### config.mk
export PLATFORM = sky130hd
export DESIGN_NAME = ppic_top
export DESIGN_NICKNAME = d
export VERILOG_FILES = /design/src/core/ppic_pkg.sv /design/src/core/ppic_top.sv /design/src/core/ppic_sync.sv /design/src/core/ppic_detect.sv
export SDC_FILE = /design/constraint.sdc
export NUM_CORES = 1
export LEC_CHECK = 0
export ABC_AREA = 0
export BUFFER_PORTS_ARGS = -buffer_cell sky130_fd_sc_hd__buf_2
export CAP_MARGIN = 20
export CORE_MARGIN = 8
export CORE_UTILIZATION = 35
export CTS_CLUSTER_SIZE = 8
export DETAILED_ROUTE_END_ITERATION = 10
export SLEW_MARGIN = 20
export SYNTH_ARGS = -nofsm -noshare
export SYNTH_HDL_FRONTEND = slang
export SYNTH_SLANG_ARGS = --single-unit
### constraint.sdc
create_clock -name sys_clk -period 5.4 [get_ports sys_clk]
set_input_delay 0.81 -clock sys_clk [delete_from_list [all_inputs] [get_ports sys_clk]]
set_output_delay 0.81 -clock sys_clk [all_outputs]
set_load 0.005 [all_outputs]
### src/core/ppic_pkg.sv
package ppic_pkg;

  // ----------------------------------------------------------------
  // Register byte offsets on the AHB-Lite bus.
  // ----------------------------------------------------------------
  localparam logic [7:0] OFS_A_DRIVE   = 8'h00;
  localparam logic [7:0] OFS_A_STATCTL = 8'h04;
  localparam logic [7:0] OFS_A_POL     = 8'h08;
  localparam logic [7:0] OFS_A_PINEN   = 8'h0c;
  localparam logic [7:0] OFS_D_PINEN   = 8'h10;
  localparam logic [7:0] OFS_D_POL     = 8'h14;
  localparam logic [7:0] OFS_D_CTL     = 8'h18;
  localparam logic [7:0] OFS_IRQ_STAT  = 8'h1c;
  localparam logic [7:0] OFS_IRQ_MASK  = 8'h20;

  // ----------------------------------------------------------------
  // Field positions.
  // ----------------------------------------------------------------
  localparam int BIT_A_FLAG  = 3;
  localparam int BIT_A_ACK   = 2;
  localparam int BIT_A_IE    = 1;
  localparam int BIT_A_MODE  = 0;
  localparam int BIT_D_MODE  = 0;
  localparam int BIT_ST_A    = 0;
  localparam int BIT_ST_D    = 1;

  // ----------------------------------------------------------------
  // Reset values.
  // ----------------------------------------------------------------
  localparam logic [7:0] RST_A_DRIVE = 8'h00;
  localparam logic [7:0] RST_A_POL   = 8'h00;
  localparam logic [7:0] RST_A_PINEN = 8'h00;
  localparam logic [7:0] RST_D_PINEN = 8'h00;
  localparam logic [7:0] RST_D_POL   = 8'h00;
  localparam logic [1:0] RST_IRQ     = 2'h0;
  localparam logic       RST_BIT     = 1'b0;

  // ----------------------------------------------------------------
  // Bus answer codes.
  // ----------------------------------------------------------------
  localparam logic       HRESP_OKAY  = 1'b0;

  // Bus slave states.
  typedef enum logic [1:0] {
    PPIC_IDLE = 2'b01,
    PPIC_READ = 2'b10
  } ppic_bus_e;

endpackage

### src/core/ppic_top.sv
`timescale 1ns/1ns
// How it works
// Drive bit per port A pin: zero picks low drive, one picks high.
// Drive bits do nothing on port A pins configured as inputs.
// Port A flag, bit 3, sets when a qualifying pin condition is seen.
// Writes to the port A flag position leave the flag unchanged.
// Writing one to acknowledge bit 2 clears the port A flag.
// Acknowledge bit always reads back as zero.
// Enable bit 1 gates the port A interrupt request.
// Mode bit 0: zero senses edges only, one senses edges and levels.
// Port D pin select bit set lets that pin raise interrupts.
// Port D polarity zero: falling edge or low level, pull-up chosen.
// Port D polarity one: rising edge or high level, pull-down chosen.
// Port A request equals flag AND enable.
// In level mode, acknowledge clears only once no enabled pin active.
module ppic_top #(
  parameter int W = 8
) (
  // Clock and reset.
  input  wire logic         sys_clk,
  input  wire logic         rst,
  // AHB-Lite slave.
  input  wire logic         hsel,
  input  wire logic [31:0]  haddr,
  input  wire logic [1:0]   htrans,
  input  wire logic         hwrite,
  input  wire logic [2:0]   hsize,
  input  wire logic [31:0]  hwdata,
  input  wire logic         hready,
  output logic              hreadyout,
  output logic              hresp,
  output logic      [31:0]  hrdata,
  // Port A pins and pin control.
  input  wire logic [W-1:0] port_a_pin_in,
  input  wire logic [W-1:0] port_a_dir_out,
  output logic      [W-1:0] port_a_drive_high,
  output logic              port_a_irq_req,
  // Port D pins and pull control.
  input  wire logic [W-1:0] port_d_pin_in,
  output logic      [W-1:0] port_d_pull_up_sel,
  output logic      [W-1:0] port_d_pull_down_sel,
  // Interrupt.
  output logic              irq
);

  // ----------------------------------------------------------------
  // Register state.
  // ----------------------------------------------------------------
  logic [W-1:0] port_a_drive_strength_bits_q;
  logic [W-1:0] port_a_edge_polarity_bits_q;
  logic [W-1:0] port_a_pin_enable_q;
  logic         port_a_irq_flag_q;
  logic         port_a_irq_request_enable_q;
  logic         port_a_detect_level_mode_q;
  logic [W-1:0] port_d_irq_pin_enable_q;
  logic [W-1:0] port_d_edge_polarity_pull_q;
  logic         port_d_detect_level_mode_q;
  logic [1:0]   irq_status_q;
  logic [1:0]   irq_mask_q;

  // ----------------------------------------------------------------
  // Bus slave state.
  // ----------------------------------------------------------------
  ppic_pkg::ppic_bus_e bus_state_q;
  logic                wr_pend_q;
  logic [7:0]          waddr_q;
  logic [7:0]          raddr_q;
  logic                addr_phase;
  logic                wr_go;
  logic [31:0]         rd_mux;

  // ----------------------------------------------------------------
  // Pin filtering and detection.
  // ----------------------------------------------------------------
  logic [W-1:0] port_a_pins;
  logic [W-1:0] port_d_pins;
  logic         a_level_hit;
  logic         a_trigger;
  logic         d_trigger;

  // Port A pins through the three-stage filter.
  ppic_sync #(.W(W)) u_sync_a (
    .sys_clk    (sys_clk),
    .rst        (rst),
    .pin_in     (port_a_pin_in),
    .pin_stable (port_a_pins)
  );

  // Port D pins through the three-stage filter.
  ppic_sync #(.W(W)) u_sync_d (
    .sys_clk    (sys_clk),
    .rst        (rst),
    .pin_in     (port_d_pin_in),
    .pin_stable (port_d_pins)
  );

  // Port A detector, steered by the mode bit and the polarity bits.
  ppic_detect #(.W(W)) u_det_a (
    .sys_clk    (sys_clk),
    .rst        (rst),
    .pin_val    (port_a_pins),
    .pin_en     (port_a_pin_enable_q),
    .pol_high   (port_a_edge_polarity_bits_q),
    .level_mode (port_a_detect_level_mode_q),
    .edge_hit   (),
    .level_hit  (a_level_hit),
    .trigger    (a_trigger)
  );

  // Port D detector; a pin outside the select mask never triggers.
  ppic_detect #(.W(W)) u_det_d (
    .sys_clk    (sys_clk),
    .rst        (rst),
    .pin_val    (port_d_pins),
    .pin_en     (port_d_irq_pin_enable_q),
    .pol_high   (port_d_edge_polarity_pull_q),
    .level_mode (port_d_detect_level_mode_q),
    .edge_hit   (),
    .level_hit  (),
    .trigger    (d_trigger)
  );

  // ----------------------------------------------------------------
  // AHB-Lite address phase and write data phase.
  // ----------------------------------------------------------------

  // A transfer is taken when selected, ready and NONSEQ or SEQ.
  assign addr_phase = hsel & hready & htrans[1];
  assign wr_go      = wr_pend_q;

  // Writes commit in their data phase with no wait state.
  always_ff @(posedge sys_clk or posedge rst) begin
    if (rst) begin
      wr_pend_q <= 1'b0;
      waddr_q   <= 8'h00;
    end else begin
      wr_pend_q <= addr_phase & hwrite;
      if (addr_phase & hwrite) begin
        waddr_q <= haddr[7:0];
      end
    end
  end

  // Reads take one wait state, so a write just before a read is
  // already stored when the read data is sampled.
  always_ff @(posedge sys_clk or posedge rst) begin
    if (rst) begin
      bus_state_q <= ppic_pkg::PPIC_IDLE;
      raddr_q     <= 8'h00;
      hreadyout   <= 1'b1;
      hrdata      <= 32'h0000_0000;
    end else begin
      case (bus_state_q)
        ppic_pkg::PPIC_IDLE: begin
          if (addr_phase & ~hwrite) begin
            bus_state_q <= ppic_pkg::PPIC_READ;
            raddr_q     <= haddr[7:0];
            hreadyout   <= 1'b0;
          end
        end
        ppic_pkg::PPIC_READ: begin
          bus_state_q <= ppic_pkg::PPIC_IDLE;
          hrdata      <= rd_mux;
          hreadyout   <= 1'b1;
        end
        default: begin
          bus_state_q <= ppic_pkg::PPIC_IDLE;
          hreadyout   <= 1'b1;
        end
      endcase
    end
  end

  // Every answer is OKAY, including unmapped offsets.
  always_ff @(posedge sys_clk or posedge rst) begin
    if (rst) begin
      hresp <= ppic_pkg::HRESP_OKAY;
    end else begin
      hresp <= ppic_pkg::HRESP_OKAY;
    end
  end

  // Read multiplexer; unmapped offsets and reserved bits read zero.
  always_comb begin
    rd_mux = 32'h0000_0000;
    case (raddr_q)
      ppic_pkg::OFS_A_DRIVE:   rd_mux[W-1:0] = port_a_drive_strength_bits_q;
      ppic_pkg::OFS_A_STATCTL: begin
        rd_mux[ppic_pkg::BIT_A_FLAG] = port_a_irq_flag_q;
        rd_mux[ppic_pkg::BIT_A_ACK]  = 1'b0;
        rd_mux[ppic_pkg::BIT_A_IE]   = port_a_irq_request_enable_q;
        rd_mux[ppic_pkg::BIT_A_MODE] = port_a_detect_level_mode_q;
      end
      ppic_pkg::OFS_A_POL:     rd_mux[W-1:0] = port_a_edge_polarity_bits_q;
      ppic_pkg::OFS_A_PINEN:   rd_mux[W-1:0] = port_a_pin_enable_q;
      ppic_pkg::OFS_D_PINEN:   rd_mux[W-1:0] = port_d_irq_pin_enable_q;
      ppic_pkg::OFS_D_POL:     rd_mux[W-1:0] = port_d_edge_polarity_pull_q;
      ppic_pkg::OFS_D_CTL:     begin
        rd_mux[ppic_pkg::BIT_D_MODE] = port_d_detect_level_mode_q;
      end
      ppic_pkg::OFS_IRQ_STAT:  rd_mux[1:0] = irq_status_q;
      ppic_pkg::OFS_IRQ_MASK:  rd_mux[1:0] = irq_mask_q;
      default:                 rd_mux = 32'h0000_0000;
    endcase
  end

  // ----------------------------------------------------------------
  // Configuration registers.
  // ----------------------------------------------------------------

  // Port A drive, polarity and pin enables.
  always_ff @(posedge sys_clk or posedge rst) begin
    if (rst) begin
      port_a_drive_strength_bits_q <= ppic_pkg::RST_A_DRIVE;
      port_a_edge_polarity_bits_q  <= ppic_pkg::RST_A_POL;
      port_a_pin_enable_q          <= ppic_pkg::RST_A_PINEN;
    end else if (wr_go) begin
      if (waddr_q == ppic_pkg::OFS_A_DRIVE) begin
        port_a_drive_strength_bits_q <= hwdata[W-1:0];
      end
      if (waddr_q == ppic_pkg::OFS_A_POL) begin
        port_a_edge_polarity_bits_q <= hwdata[W-1:0];
      end
      if (waddr_q == ppic_pkg::OFS_A_PINEN) begin
        port_a_pin_enable_q <= hwdata[W-1:0];
      end
    end
  end

  // Port A enable and mode bits; the flag position is not stored.
  always_ff @(posedge sys_clk or posedge rst) begin
    if (rst) begin
      port_a_irq_request_enable_q <= ppic_pkg::RST_BIT;
      port_a_detect_level_mode_q  <= ppic_pkg::RST_BIT;
    end else if (wr_go && waddr_q == ppic_pkg::OFS_A_STATCTL) begin
      port_a_irq_request_enable_q <= hwdata[ppic_pkg::BIT_A_IE];
      port_a_detect_level_mode_q  <= hwdata[ppic_pkg::BIT_A_MODE];
    end
  end

  // Port D pin selects, polarity and mode.
  always_ff @(posedge sys_clk or posedge rst) begin
    if (rst) begin
      port_d_irq_pin_enable_q     <= ppic_pkg::RST_D_PINEN;
      port_d_edge_polarity_pull_q <= ppic_pkg::RST_D_POL;
      port_d_detect_level_mode_q  <= ppic_pkg::RST_BIT;
    end else if (wr_go) begin
      if (waddr_q == ppic_pkg::OFS_D_PINEN) begin
        port_d_irq_pin_enable_q <= hwdata[W-1:0];
      end
      if (waddr_q == ppic_pkg::OFS_D_POL) begin
        port_d_edge_polarity_pull_q <= hwdata[W-1:0];
      end
      if (waddr_q == ppic_pkg::OFS_D_CTL) begin
        port_d_detect_level_mode_q <= hwdata[ppic_pkg::BIT_D_MODE];
      end
    end
  end

  // ----------------------------------------------------------------
  // Port A flag.
  // ----------------------------------------------------------------
  logic ack_wr;

  assign ack_wr = wr_go && (waddr_q == ppic_pkg::OFS_A_STATCTL)
                  && hwdata[ppic_pkg::BIT_A_ACK];

  // The flag sets on a detection and clears on an acknowledge. A new
  // detection in the acknowledge cycle wins, and in level mode a pin
  // still active keeps the flag set, so no event is lost.
  always_ff @(posedge sys_clk or posedge rst) begin
    if (rst) begin
      port_a_irq_flag_q <= ppic_pkg::RST_BIT;
    end else if (a_trigger) begin
      port_a_irq_flag_q <= 1'b1;
    end else if (ack_wr &&
                 !(port_a_detect_level_mode_q && a_level_hit)) begin
      port_a_irq_flag_q <= 1'b0;
    end
  end
  // Writing the flag position itself has no path into the flag.

  // ----------------------------------------------------------------
  // Pin control outputs.
  // ----------------------------------------------------------------

  // High drive only reaches pins that are outputs; the direction
  // input comes from the data-direction logic on the same clock.
  always_ff @(posedge sys_clk or posedge rst) begin
    if (rst) begin
      port_a_drive_high <= '0;
    end else begin
      port_a_drive_high <= port_a_drive_strength_bits_q
                           & port_a_dir_out;
    end
  end

  // Polarity bit also picks the pull device: zero up, one down.
  always_ff @(posedge sys_clk or posedge rst) begin
    if (rst) begin
      port_d_pull_up_sel   <= '1;
      port_d_pull_down_sel <= '0;
    end else begin
      port_d_pull_up_sel   <= ~port_d_edge_polarity_pull_q;
      port_d_pull_down_sel <= port_d_edge_polarity_pull_q;
    end
  end

  // Request follows flag and enable one cycle later.
  always_ff @(posedge sys_clk or posedge rst) begin
    if (rst) begin
      port_a_irq_req <= 1'b0;
    end else begin
      port_a_irq_req <= port_a_irq_flag_q
                        & port_a_irq_request_enable_q;
    end
  end

  // ----------------------------------------------------------------
  // Sticky status, mask and interrupt line.
  // ----------------------------------------------------------------
  logic [1:0] st_set;
  logic [1:0] st_clr;

  assign st_set[ppic_pkg::BIT_ST_A] = port_a_irq_flag_q
                                      & port_a_irq_request_enable_q;
  assign st_set[ppic_pkg::BIT_ST_D] = d_trigger;
  assign st_clr = (wr_go && waddr_q == ppic_pkg::OFS_IRQ_STAT)
                  ? hwdata[1:0] : 2'h0;

  // Write one to clear; a set in the same cycle wins.
  always_ff @(posedge sys_clk or posedge rst) begin
    if (rst) begin
      irq_status_q <= ppic_pkg::RST_IRQ;
    end else begin
      irq_status_q <= (irq_status_q & ~st_clr) | st_set;
    end
  end

  // Mask register, one bit per status bit.
  always_ff @(posedge sys_clk or posedge rst) begin
    if (rst) begin
      irq_mask_q <= ppic_pkg::RST_IRQ;
    end else if (wr_go && waddr_q == ppic_pkg::OFS_IRQ_MASK) begin
      irq_mask_q <= hwdata[1:0];
    end
  end

  // Level interrupt, high while any unmasked status bit is set.
  always_ff @(posedge sys_clk or posedge rst) begin
    if (rst) begin
      irq <= 1'b0;
    end else begin
      irq <= |(irq_status_q & irq_mask_q);
    end
  end

endmodule

### src/core/ppic_sync.sv
`timescale 1ns/1ns
// Three-stage pin synchroniser; the held value moves only when the
// second and third stages agree, which also filters one-cycle spikes.
module ppic_sync #(
  parameter int W = 8
) (
  // Clock and reset.
  input  wire logic         sys_clk,
  input  wire logic         rst,
  // Pins and filtered result.
  input  wire logic [W-1:0] pin_in,
  output logic      [W-1:0] pin_stable
);

  logic [W-1:0] s1_q;
  logic [W-1:0] s2_q;
  logic [W-1:0] s3_q;

  // Chain of flops; only s2 reads s1.
  always_ff @(posedge sys_clk or posedge rst) begin
    if (rst) begin
      s1_q <= '0;
      s2_q <= '0;
      s3_q <= '0;
    end else begin
      s1_q <= pin_in;
      s2_q <= s1_q;
      s3_q <= s2_q;
    end
  end

  // Accept a bit once the two late stages agree on it.
  always_ff @(posedge sys_clk or posedge rst) begin
    if (rst) begin
      pin_stable <= '0;
    end else begin
      pin_stable <= (s2_q & s3_q) | (pin_stable & (s2_q | s3_q));
    end
  end

endmodule

### src/core/ppic_detect.sv
`timescale 1ns/1ns
// Per-port interrupt detector: polarity per pin, pin enables, and an
// edge-only or edge-plus-level mode.
module ppic_detect #(
  parameter int W = 8
) (
  // Clock and reset.
  input  wire logic         sys_clk,
  input  wire logic         rst,
  // Filtered pins and configuration.
  input  wire logic [W-1:0] pin_val,
  input  wire logic [W-1:0] pin_en,
  input  wire logic [W-1:0] pol_high,
  input  wire logic         level_mode,
  // Detection results.
  output logic              edge_hit,
  output logic              level_hit,
  output logic              trigger
);

  logic [W-1:0] act;
  logic [W-1:0] act_prev_q;

  // A pin is active when it matches its polarity bit.
  assign act = ~(pin_val ^ pol_high);

  // Previous activity, for edge detection. Reset to active so that a
  // pin already at its active level after reset gives no false edge.
  always_ff @(posedge sys_clk or posedge rst) begin
    if (rst) begin
      act_prev_q <= '1;
    end else begin
      act_prev_q <= act;
    end
  end

  // Only enabled pins take part; the rest are masked out.
  assign edge_hit  = |(pin_en & act & ~act_prev_q);
  assign level_hit = |(pin_en & act);
  assign trigger   = edge_hit | (level_mode & level_hit);

endmodule

Word-level counts from Yosys, hierarchy flattened. Index checks and enable logic that the tools add are counted.

Bits in registers: 182. Bits in latches: 0. Memory bits (writable): 0. ROM bits: 0. Input port bits: 98. Output and inout port bits: 60. Memories: 0.

$add $sub $neg: 0. Multiply operators: 0. Divide/modulo/power cells: 0. $lt $le $gt $ge: 0. Equality and inequality tests: 19. Shift operators: 0. Multiplexer cells: 11. Bitwise logic cells: 34. Reduce and logical (&&, ||, !) cells: 22.

Operators with widths (number): AND 8 bit (9); equality test 8 x 5 -> 1 bit (second input constant) (8); inverter 8 bit (5); equality test 8 x 4 -> 1 bit (second input constant) (4); bitwise OR 8 bit (4); OR reduction 8 bit (4); case mux 4 bit (5 select lines) (1); equality test 8 x 3 -> 1 bit (second input constant) (2); equality test 8 x 6 -> 1 bit (second input constant) (2); zero test 8 bit (2); XOR 8 bit (2); AND reduction 2 bit (7); case mux 2 bit (6 select lines) (1); case mux 1 bit (9 select lines) (1); case mux 1 bit (8 select lines) (1); AND 1 bit (7); logical AND 1 bit (6); two-way mux 2 bit (3); AND 2 bit (2); two-way mux 1 bit (4); equality test 2 x 1 -> 1 bit (second input constant) (1); equality test 2 bit (second input constant) (1); inequality test 2 bit (second input constant) (1); inverter 2 bit (1); other kinds (6) (7).

Longest topological paths before layout. Gate-level depths: netlist (run 1).

Depth after elaboration: 9. Gate-level depth with buffers: 6. Mapped depth without buffers: 5.

Modules after synthesis. From an unflattened synthesis (run 1), not the netlist that was laid out.

Cells, all modules: 507. Area, all modules: 6999.2 um^2.

Modules (own cells, without submodules): ppic_top (times used 1, cells an instance 355, area an instance 4399.2 um^2, seq. area each 2538.7 um^2); ppic_sync (times used 2, cells an instance 41, area an instance 894.6 um^2, seq. area each 800.8 um^2); ppic_detect (times used 2, cells an instance 35, area an instance 405.4 um^2, seq. area each 210.2 um^2).

Least setup slack after synthesis (run 1). OpenSTA, ideal clock, no wires.

Path kind: reg2reg. Start: reg waddr_q[5]. End: reg port_a_edge_polarity_bits_q[1]. Setup time: 0.125 ns. Data arrival time: 1.629 ns. Slack: 3.646 ns. Cell stages (with the launch flop): 5. Buffers on the path: 0. Cells stage by stage: dfrtp_1 -> nor4b_4 -> nand2b_2 -> nor3b_4 -> mux2_2.

Longest elaborated chain between the ends: 2.

Ends and longest elaborated chain: from (decl) (RTL line ppic_top.sv:66) `logic [7:0] waddr_q;`; from (signal assigned) (RTL line ppic_top.sv:139) `waddr_q <= haddr[7:0];`; equality test 8 x 4 -> 1 bit (RTL line ppic_top.sv:221) `if (waddr_q == ppic_pkg::OFS_A_POL) begin`; AND reduction 2 bit (no line); to (signal assigned) (RTL line ppic_top.sv:215) `port_a_edge_polarity_bits_q <= ppic_pkg::RST_A_POL;`; to (signal assigned) (RTL line ppic_top.sv:222) `port_a_edge_polarity_bits_q <= hwdata[W-1:0];`; to (decl) (RTL line ppic_top.sv:50) `logic [W-1:0] port_a_edge_polarity_bits_q;`.

Every way passes these cells. A chain may end at the register's enable or synchronous reset.

Worst setup path in the final report (run 1).
Start: reg waddr_q[1]. End: reg port_a_edge_polarity_bits_q[7].

The elaborated chain is that of the path after synthesis.

==> impl_metrics.tcl, run 1 <==
set metrics [dict create \
    status "complete, no violations" \
    gp_congestion 0.801 \
    die_y_um 155 \
    synthesis.area_um2 6790 \
    power_frac_comb 0.110 \
    p_int_w 0.00234 \
    layout-drive-gt1-share 0.295 \
    p_leak_nw 3.57 \
    synth_edf_count 0 \
    first_iter_violations 194 \
    hp-start "u_sync_a.s1_q[1]$_DFF_PP0_" \
    powerDensity_nw_per_um2 396 \
    core_area_um2 19300 \
    initial_core_util 0.352 \
    postSynth.asyncResetShare 1.00 \
    worstPathRequired_ns 5.71 \
    timing.fmax_mhz 470 \
    rsz0062_at_grt "no" \
    r2r_start "waddr_q[1]$_DFFE_PP0P_" \
    drt_first_pass_iters 5 \
    place_hpwl_um 10500 \
    postCtsSetupRepairBufs 0 \
    area_growth_pct 17.7 \
    diodes 0 \
    ys_warn_count 0 \
    power_frac_seq 0.517 \
    rr_worst_depth 3 \
    clock_sinks 181 \
    layout_setup_ws_ns 3.27 \
    tightest_slew_ns 0.949 \
    fp.dieW_um 155 \
    synth_flop_cell "dfrtp_1" \
    avgRoutedWirePerCell_um 16.5 \
    fin_crit_ns 2.13 \
    met3_usage 0.0469 \
    vias_per_cell 4.63 \
    dp_slack_ns 3.21 \
    seq_area_um2 4560 \
    ctsResizeCount 0 \
    drv_cap 0 \
    reg2reg_slack_ns 3.27 \
    vdd.ir_drop.worst_mv 0.225 \
    grt_max_degree 97 \
    drt_wl_total_um 14700 \
    hold_viol 0 \
    min_period_over_period 0.394 \
    dieArea_um2 24100 \
    nNetsFinal 708 \
    grt_most_used_layer "met2" \
    num_rows 51 \
    grt_overflow_total 0 \
    synth_cell_types 47 \
    min_path_cells 0 \
    cp_max_fo 8 \
    synth_cells 518 \
    setup_viol 0 \
    synth.avg_cell_area_um2 13.1 \
    skew_ns 0.00722 \
    hold_path_class "flip-flop to flip-flop" \
    num-fill-cells 1872 \
    io_buffers 80 \
    cts_buffers 17 \
    ant_nets 0 \
    grt_usage 0.128 \
    htree_levels 4 \
    ctsHoldBuffers 0 \
    cts-root-buf "clkbuf_16" \
    worst_setup_path_end_kind "flip-flop" \
    grt_use_met2 0.195 \
    setup_tns_ns 0 \
    min_to "u_sync_a.s2_q[1]$_DFF_PP0_" \
    r2r-end "port_a_edge_polarity_bits_q[7]$_DFFE_PP0P_" \
    antenna_found_initial 1 \
    power_switching_w 0.000828 \
    ios 158 \
    clock_power_share 0.373 \
    grt_pass1_wl_um 23700 \
    maxSlewViolCount 0 \
    multiInputGateArea_um2 2050 \
    worstSetupPathType "flip-flop to flip-flop" \
    start_kind "flip-flop" \
    path_clk_slew_ns 0.06 \
    grtUsageMet1 0.167 \
    clkLatencyLatePin_ns 0.43 \
    critPathArrivalTime_ns 2.43 \
    relSlewSlack 0.366 \
    drcViolationCount 0 \
    vias 4115 \
    yosysSeqAreaShare 0.672 \
    ctsLongestPathBuffers 2 \
    grt_pass1_vias 4359 \
    synth-seq-cells 181 \
    swShare 0.261 \
    cts_tree "built" \
]
## cells by family after synthesis
group	count (synthesis)	synth area share
AOI/OAI and AO/OA	56	0.0492
other	1	0.000552
muxes	51	0.0820
DFF	181	0.672
xor gates and xnor gates	16	0.0206
buffers and inverters	45	0.0393
adders and majority gates	16	0.0236
and+or+nand+nor	152	0.113
## power groups by stage
stage / Clock, W / Combinational [W] / Sequential [W]
after floorplan: 0 / 0.000264 / 0.00162
after global placement: 0 / 0.000345 / 0.00166
after detailed placement: 0 / 0.000353 / 0.00166
after CTS: 0.00122 / 0.000355 / 0.00164
after global routing: 0.00128 / 0.000394 / 0.00166
final: 0.00118 / 0.000349 / 0.00164
## cells in the final DEF (no fill, tap or decap), drive strengths merged, types with 3 or more instances in the layout
cell,instances
buf,83
dfrtp,156
dfstp,25
inv,12
and2,9
o21ai,21
clkinv,7
nand2b,3
nand4,8
clkinvlp,4
mux2i,14
nor2b,3
a21oi,9
clkbuf,19
a31oi,3
xnor2,16
nand2,87
nand3,10
nor3b,5
mux2,37
conb,25
nor3,6
o22ai,13
maj3,16
nand4b,3
nor2,10
## synth_stat cells, types with 2 or more instances
cell	number	area, um^2
nand2b_1	2	12.5
mux2i_1	14	140
a41oi_1	2	17.5
xnor2_1	16	140
or3_1	2	12.5
nand4_1	8	50.1
clkinv_1	2	7.51
nor2_1	9	33.8
maj3_1	16	160
nand3_1	9	45.0
a21oi_1	9	45.0
nand2_1	87	327
nor3_1	5	25.0
inv_1	9	33.8
o21ai_0	21	105
a22o_1	2	17.5
nand4b_1	3	26.3
clkbuf_1	5	18.8
nor3b_1	4	30.0
buf_4	25	188
dfstp_2	25	657
and2_1	9	56.3
o22ai_1	13	81.3
nor2b_1	3	18.8
a31oi_1	3	18.8
dfrtp_1	156	3900
mux2_2	37	417
buf_2	3	15.0
## per-layer routing
metal	up-vias	wire length [um]
met5	-	13
met1	2082	6680
met3	13	937
li1	1920	-
met4	2	155
met2	98	6880
## final cells by class
class	count	share of cell area
repair buffers	83	0.0545
multi-input cells	316	0.257
clock buffers	19	0.0554
flip-flops and latches	181	0.571
inverters	11	0.00564
clock inverters	13	0.0155
well taps	265	0.0415
## through the flow
| step | hold slack [ns] | instance area [um^2] | power (W) | cells | util |
|---|---|---|---|---|---|
| after floorplan | 0.331 | 6880 | 0.00189 | 542 | - |
| after global routing | 0.357 | 7990 | 0.00333 | 888 | 0.415 |
| final | 0.349 | 7990 | 0.00317 | 888 | 0.415 |
| after CTS | 0.351 | 7990 | 0.00321 | 888 | 0.415 |
| after detailed placement | 0.335 | 7420 | 0.00202 | 856 | 0.385 |
| after global placement | 0.333 | 7420 | 0.00200 | 856 | 0.385 |
## worst max-delay path by stage
stage	startpoint	to	depth (start not counted)
after floorplan	rst	bus_state_q[1]$_DFFE_PP0P_	1
after global placement	rst	u_sync_d.s3_q[6]$_DFF_PP0_	3
after detailed placement	rst	u_sync_d.s1_q[2]$_DFF_PP0_	3
after CTS	waddr_q[0]$_DFFE_PP0P_	port_a_edge_polarity_bits_q[7]$_DFFE_PP0P_	3
after global routing	waddr_q[1]$_DFFE_PP0P_	port_a_edge_polarity_bits_q[0]$_DFFE_PP0P_	3
final	waddr_q[1]$_DFFE_PP0P_	port_a_edge_polarity_bits_q[7]$_DFFE_PP0P_	3
## worst max-delay path, cell delays in order, from the launching register on
cell,delay [ns]
dfrtp_1,0.41
nor3b_1,0.57
nor3b_4,0.62
mux2_2,0.40
No activity file was read; power rests on OpenSTA's default activity.
==> run 2, diff against run 1 <==
--- a/config.mk
+++ b/config.mk
@@ -5,7 +5,7 @@
 export SDC_FILE = /design/constraint.sdc
 export NUM_CORES = 1
 export LEC_CHECK = 0
-export ABC_AREA = 0
+export ABC_AREA = 1
 export BUFFER_PORTS_ARGS = -buffer_cell sky130_fd_sc_hd__buf_2
 export CAP_MARGIN = 20
 export CORE_MARGIN = 8
==> constraint.sdc (replaced) <==
create_clock -name sys_clk -period 2.2 [get_ports sys_clk]
set_input_delay 0.33 -clock sys_clk [delete_from_list [all_inputs] [get_ports sys_clk]]
set_output_delay 0.33 -clock sys_clk [all_outputs]
set_load 0.005 [all_outputs]
==> run 2 against run 1 <==
Net effect:
- via count up 9.5%
- utilization up 1.6 points
- combinational power rose to 3.5 times the previous value
- critical path type unchanged
- largest power group unchanged
- clock skew increased by 0.0019 ns
- flip-flop and latch count unchanged
- first-iteration DRC count increased by 83%
- sequential share of layout area is 2.9 points lower
- final area increased by 5.3%
- fmax rose by 29%
- routed wire length grew 2.8%
==> impl_metrics.tcl, run 2 <==
set metrics [dict create \
    grt_pass1_vias 4550 \
    antenna_found_initial 2 \
    finalPower_w 0.00851 \
    synth_cells 649 \
    place_hpwl_um 10500 \
    area_growth_pct 20.1 \
    worstSetupPathType "flip-flop to flip-flop" \
    postCtsSetupRepairBufs 0 \
    vias 4506 \
    setup_viol 0 \
    start_kind "flip-flop" \
    ctsLongestPathBuffers 2 \
    drv_cap 0 \
    drcViolationCount 0 \
    cp_max_fo 8 \
    p_leak_nw 4.13 \
    htree_levels 4 \
    timing.fmax_mhz 605 \
    postSynth.asyncResetShare 1.00 \
    setup_tns_ns 0 \
    gp_congestion 0.791 \
    synth_flop_cell "dfrtp_1" \
    rsz0062_at_grt "no" \
    multiInputGateArea_um2 2050 \
    path_clk_slew_ns 0.07 \
    min_period_over_period 0.751 \
    grt_overflow_total 0 \
    whs_ns 0.0863 \
    dp_slack_ns 0.589 \
    core_area_um2 19500 \
    status "complete, no violations" \
    clock_sinks 181 \
    fin_crit_ns 1.65 \
    cts-root-buf "clkbuf_16" \
    drt_wl_total_um 15100 \
    die_y_um 157 \
    ant_nets 0 \
    layout_commonest_cell "nand2_1" \
    ctsHoldBuffers 17 \
    synth-seq-cells 181 \
    clkLatencyLatePin_ns 0.43 \
    synthTopCellsByCount "158 x nand2_1, 156 x dfrtp_1, 51 x inv_1" \
    first_iter_violations 355 \
    layout-drive-gt1-share 0.261 \
    grt_pass1_wl_um 24200 \
    cts_tree "built" \
    initial_core_util 0.359 \
    grt_usage 0.129 \
    yosysSeqAreaShare 0.651 \
    fp.dieW_um 157 \
    num-fill-cells 1918 \
    synth.avg_cell_area_um2 10.8 \
    maxSlewViolCount 0 \
    critPathArrivalTime_ns 2.02 \
    worstPathRequired_ns 2.57 \
    num_rows 51 \
    synth_top_area_cell "dfrtp_1" \
    tightest_slew_ns 0.587 \
    skew_ns 0.00914 \
    synth.top_cell.area_share 0.557 \
    ctsResizeCount 0 \
    diodes 0 \
    synthesis.area_um2 7010 \
    relSlewSlack 0.608 \
    nNetsFinal 859 \
    synth_area_leaders "dfrtp_1 56%, dfstp_2 9.4%, nand2_1 8.5%" \
    drt_first_pass_iters 4 \
    powerDensity_nw_per_um2 1010 \
    layout_setup_ws_ns 0.548 \
    synth_cell_types 31 \
    vias_per_cell 4.34 \
    dieArea_um2 24800 \
    ios 158 \
    synth_edf_count 0 \
    avgRoutedWirePerCell_um 14.5 \
    seq_area_um2 4560 \
    hold_viol 0 \
    grt_max_degree 104 \
    hold_path_class "input port to flip-flop" \
    ys_warn_count 0 \
    final_cell_mix "158 x nand2_1, 156 x dfrtp_1, 80 x buf_2, 50 x inv_1, 36 x nand3_1" \
    cts_buffers 17 \
    vdd.ir_drop.worst_mv 0.572 \
    worst_setup_path_end_kind "flip-flop" \
    io_buffers 80 \
    yosys.cell_count.top_type "nand2_1" \
]
## run 2: through the flow
step,util,cell area (um^2),cells
2_1_floorplan,-,7100,673
3_3_place_gp,0.391,7640,990
3_5_place_dp,0.391,7640,990
4_1_cts,0.431,8410,1039
5_1_grt,0.431,8410,1039
6_report,0.431,8410,1039
## run 2: worst max-delay path, stage by stage (launching register included)
cell and delay (ns):
dfrtp_1 0.39, inv_1 0.06, nand2_1 0.11, nor2_2 0.21, nand2_1 0.28, o21ai_1 0.29, nor2_1 0.08, nand2_1 0.07
nand2_1 0.04, nand2_1 0.06
## run 2: path summary, 6_finish.rpt
path / slack, ns / from / endpoint / cells after the start
setup reg to reg: 0.55 / raddr_q[0]$_DFFE_PP0P_ / hrdata[0]$_DFFE_PP0N_ / 9
hold / removal: 0.09 / port_a_dir_out[1] / port_a_drive_high[1]$_DFF_PP0_ / 3
max in group asynchronous: 1.02 / rst / u_det_a.act_prev_q[7]$_DFF_PP1_ / 4
hold reg to reg: 0.35 / u_sync_d.s1_q[1]$_DFF_PP0_ / u_sync_d.s2_q[1]$_DFF_PP0_ / 0
setup / recovery: 0.55 / raddr_q[0]$_DFFE_PP0P_ / hrdata[0]$_DFFE_PP0N_ / 9
min in group asynchronous: 0.38 / rst / u_sync_d.s2_q[1]$_DFF_PP0_ / 3
## run 2: routing by layer
metal | track usage | part of all wire | up-vias | wire, um
li1 | - | - | 2257 | -
met1 | 0.171 | 0.47 | 2100 | 7110
met2 | 0.191 | 0.44 | 121 | 6680
met3 | 0.0406 | 0.068 | 24 | 1020
met4 | 0.0526 | 0.015 | 4 | 233
met5 | 0 | 0.0015 | - | 23
## run 2: report_power, final
| part | total, W | leakage (nW) | internal, W | switching [W] |
|---|---|---|---|---|
| clock | 0.00311 | 0.295 | 0.00174 | 0.00137 |
| sequential | 0.00418 | 1.99 | 0.00385 | 0.000329 |
| combinational | 0.00121 | 1.84 | 0.000509 | 0.000704 |
| total | 0.00851 | 4.13 | 0.00610 | 0.00241 |
## run 2: kinds of logic (layout without fill, tap and decap cells)
family,count (synthesis),count (layout),share of synthesized area
XOR/XNOR,12,12,0.0150
flip-flops,181,181,0.651
adder cells (fa/ha/maj),16,16,0.0229
other,1,25,0.000535
buffers and inverters,94,195,0.0697
AND/OR/NAND/NOR,256,256,0.159
AO/OA/AOI/OAI,89,89,0.0818
## run 2: layout make-up
class | instances | area share
repair buffers | 104 | 0.0770
clock inverters | 14 | 0.0193
flip-flops and latches | 181 | 0.542
inverters | 59 | 0.0268
multi-input cells | 398 | 0.243
clock buffers | 18 | 0.0522
well taps | 265 | 0.0394
==> run 3, diff against run 2 <==
==> constraint.sdc (replaced) <==
create_clock -name sys_clk -period 1.75 [get_ports sys_clk]
set_input_delay 0.2625 -clock sys_clk [delete_from_list [all_inputs] [get_ports sys_clk]]
set_output_delay 0.2625 -clock sys_clk [all_outputs]
set_load 0.005 [all_outputs]
==> run 3 against run 2 <==
Net effect:
- routed wire length fell by 0.88%
- largest power group unchanged
- clock power increased by 18%
- clock skew barely moved
- power is 23% higher
==> impl_metrics.tcl, run 3 (synthesis results as in run 2) <==
set metrics [dict create \
    vdd.ir_drop.worst_mv 0.589 \
    cp_max_fo 16 \
    grt_overflow_total 0 \
    setup_viol 0 \
    gp_congestion 0.797 \
    drcViolationCount 0 \
    cts_buffers 17 \
    dp_slack_ns 0.179 \
    clock_sinks 181 \
    ant_nets 0 \
    vias_per_cell 4.34 \
    worstPathCellList "or2_4 > nor3_2 > nand2_2 > buf_4 > nand2_1 > o21ai_2" \
    skew_ns 0.00952 \
    swShare 0.275 \
    layout_setup_ws_ns 0.177 \
    cts_tree "built" \
    core_area_um2 19500 \
    hold_viol 0 \
    grt_max_degree 56 \
    stdcell_area_um2 8450 \
    rsz0062_at_grt "no" \
    cpPeakStageDelay_ns 0.37 \
    grt_pass1_wl_um 24600 \
    fp.dieW_um 157 \
    tightest_slew_ns 0.520 \
    critPathArrivalTime_ns 1.88 \
    grt_usage 0.129 \
    clkLatencyLatePin_ns 0.42 \
    layout-drive-gt1-share 0.264 \
    relSlewSlack 0.652 \
    fin_util 0.433 \
    initial_core_util 0.359 \
    final_cell_mix "157 x nand2_1, 156 x dfrtp_1, 80 x buf_2, 50 x inv_1, 36 x nand3_1" \
    status "complete, no violations" \
    die_y_um 157 \
    drv_cap 0 \
    fin_crit_ns 1.57 \
    diodes 0 \
    start_kind "flip-flop" \
    nNetsFinal 864 \
    drt_wl_total_um 14900 \
    cts-root-buf "clkbuf_16" \
    vias 4536 \
    hold_path_class "input port to flip-flop" \
    path_clk_slew_ns 0.07 \
    min_period_over_period 0.899 \
    worstPathRequired_ns 2.05 \
    p_int_w 0.00758 \
    critPathSlowestCell "dfrtp_1" \
    power_frac_seq 0.503 \
    area_growth_pct 20.6 \
    p_leak_nw 4.14 \
    dieArea_um2 24800 \
    maxSlewViolCount 0 \
    num_rows 51 \
    place_area_um2 7700 \
    critPathBufInv 1 \
    htree_levels 4 \
    power_frac_comb 0.147 \
    powerDensity_nw_per_um2 1240 \
    antenna_found_initial 2 \
    worstSetupPathType "flip-flop to flip-flop" \
    place_hpwl_um 10700 \
    grt_pass1_vias 4683 \
    worst_setup_path_end_kind "flip-flop" \
    ctsLongestPathBuffers 2 \
    power_switching_w 0.00288 \
    io_buffers 80 \
    ios 158 \
    timing.fmax_mhz 636 \
    drt_first_pass_iters 5 \
    clock_power_share 0.350 \
    avgRoutedWirePerCell_um 14.3 \
    layout_commonest_cell "nand2_1" \
    critical_path.top_delay_family "simple AND/OR/NAND/NOR gates" \
    first_iter_violations 288 \
]
==> run 3: worst reg2reg max path, cell delays in order, from the launching register on <==
cell	delay (ns)
dfrtp_1	0.37
or2_4	0.29
nor3_2	0.33
nand2_2	0.08
buf_4	0.23
nand2_1	0.10
o21ai_2	0.05
==> run 3: repair_timing <==
action / CTS / global route
resized for setup: 0 / 1
hold endpoints to repair: 23 / 0
hold buffers: 17 / 0
endpoints found under the setup margin: 0 / 1
buffers inserted: 0 / 0
==> run 3: final timing paths <==
check | slack [ns] | startpoint | end | cells after the start
min in group asynchronous | 0.36 | rst | port_d_edge_polarity_pull_q[0]$_DFFE_PP0P_ | 3
worst min register to register | 0.35 | u_sync_a.s1_q[1]$_DFF_PP0_ | u_sync_a.s2_q[1]$_DFF_PP0_ | 0
worst max-delay path | 0.18 | waddr_q[0]$_DFFE_PP0P_ | port_d_edge_polarity_pull_q[4]$_DFFE_PP0P_ | 6
max in group asynchronous | 0.75 | rst | port_d_pull_up_sel[6]$_DFF_PP1_ | 4
worst max register to register | 0.18 | waddr_q[0]$_DFFE_PP0P_ | port_d_edge_polarity_pull_q[4]$_DFFE_PP0P_ | 6
worst min-delay path | 0.02 | port_a_dir_out[3] | port_a_drive_high[3]$_DFF_PP0_ | 3
==> run 3: layer usage <==
| layer | global-route usage | part of all wire | vias up |
|---|---|---|---|
| li1 | - | - | 2268 |
| met2 | 0.192 | 0.44 | 132 |
| met5 | 0 | 0.0017 | - |
| met3 | 0.0472 | 0.068 | 17 |
| met1 | 0.172 | 0.48 | 2115 |
| met4 | 0.0417 | 0.013 | 4 |
==> run 3: final cells by class <==
| type | instances | area (um^2) |
|---|---|---|
| sequential | 181 | 4560 |
| clock inverter | 10 | 97.6 |
| multi-input combinational | 398 | 2050 |
| fill | 1937 | 11100 |
| clock buffer | 22 | 474 |
| inverter | 59 | 225 |
| tap | 265 | 332 |
| timing repair buffer | 109 | 711 |
==> run 3: metrics by stage <==
stage,hold slack (ns),TNS [ns],instances,power (W)
after CTS,0.00319,0,1044,0.0106
after detailed placement,0.255,0,995,0.00685
after global placement,0.252,0,995,0.00682
after global routing,0.00931,0,1044,0.0111
after floorplan,0.294,-133.09,673,0.00631
final,0.0228,0,1044,0.0105
==> run 3: power by group through the flow <==
| stage | combinational (W) | sequential [W] | clock, W |
|---|---|---|---|
| after floorplan | 0.00109 | 0.00522 | 0 |
| after global placement | 0.00150 | 0.00532 | 0 |
| after detailed placement | 0.00153 | 0.00533 | 0 |
| after CTS | 0.00156 | 0.00526 | 0.00377 |
| after global routing | 0.00177 | 0.00533 | 0.00396 |
| final | 0.00154 | 0.00526 | 0.00366 |
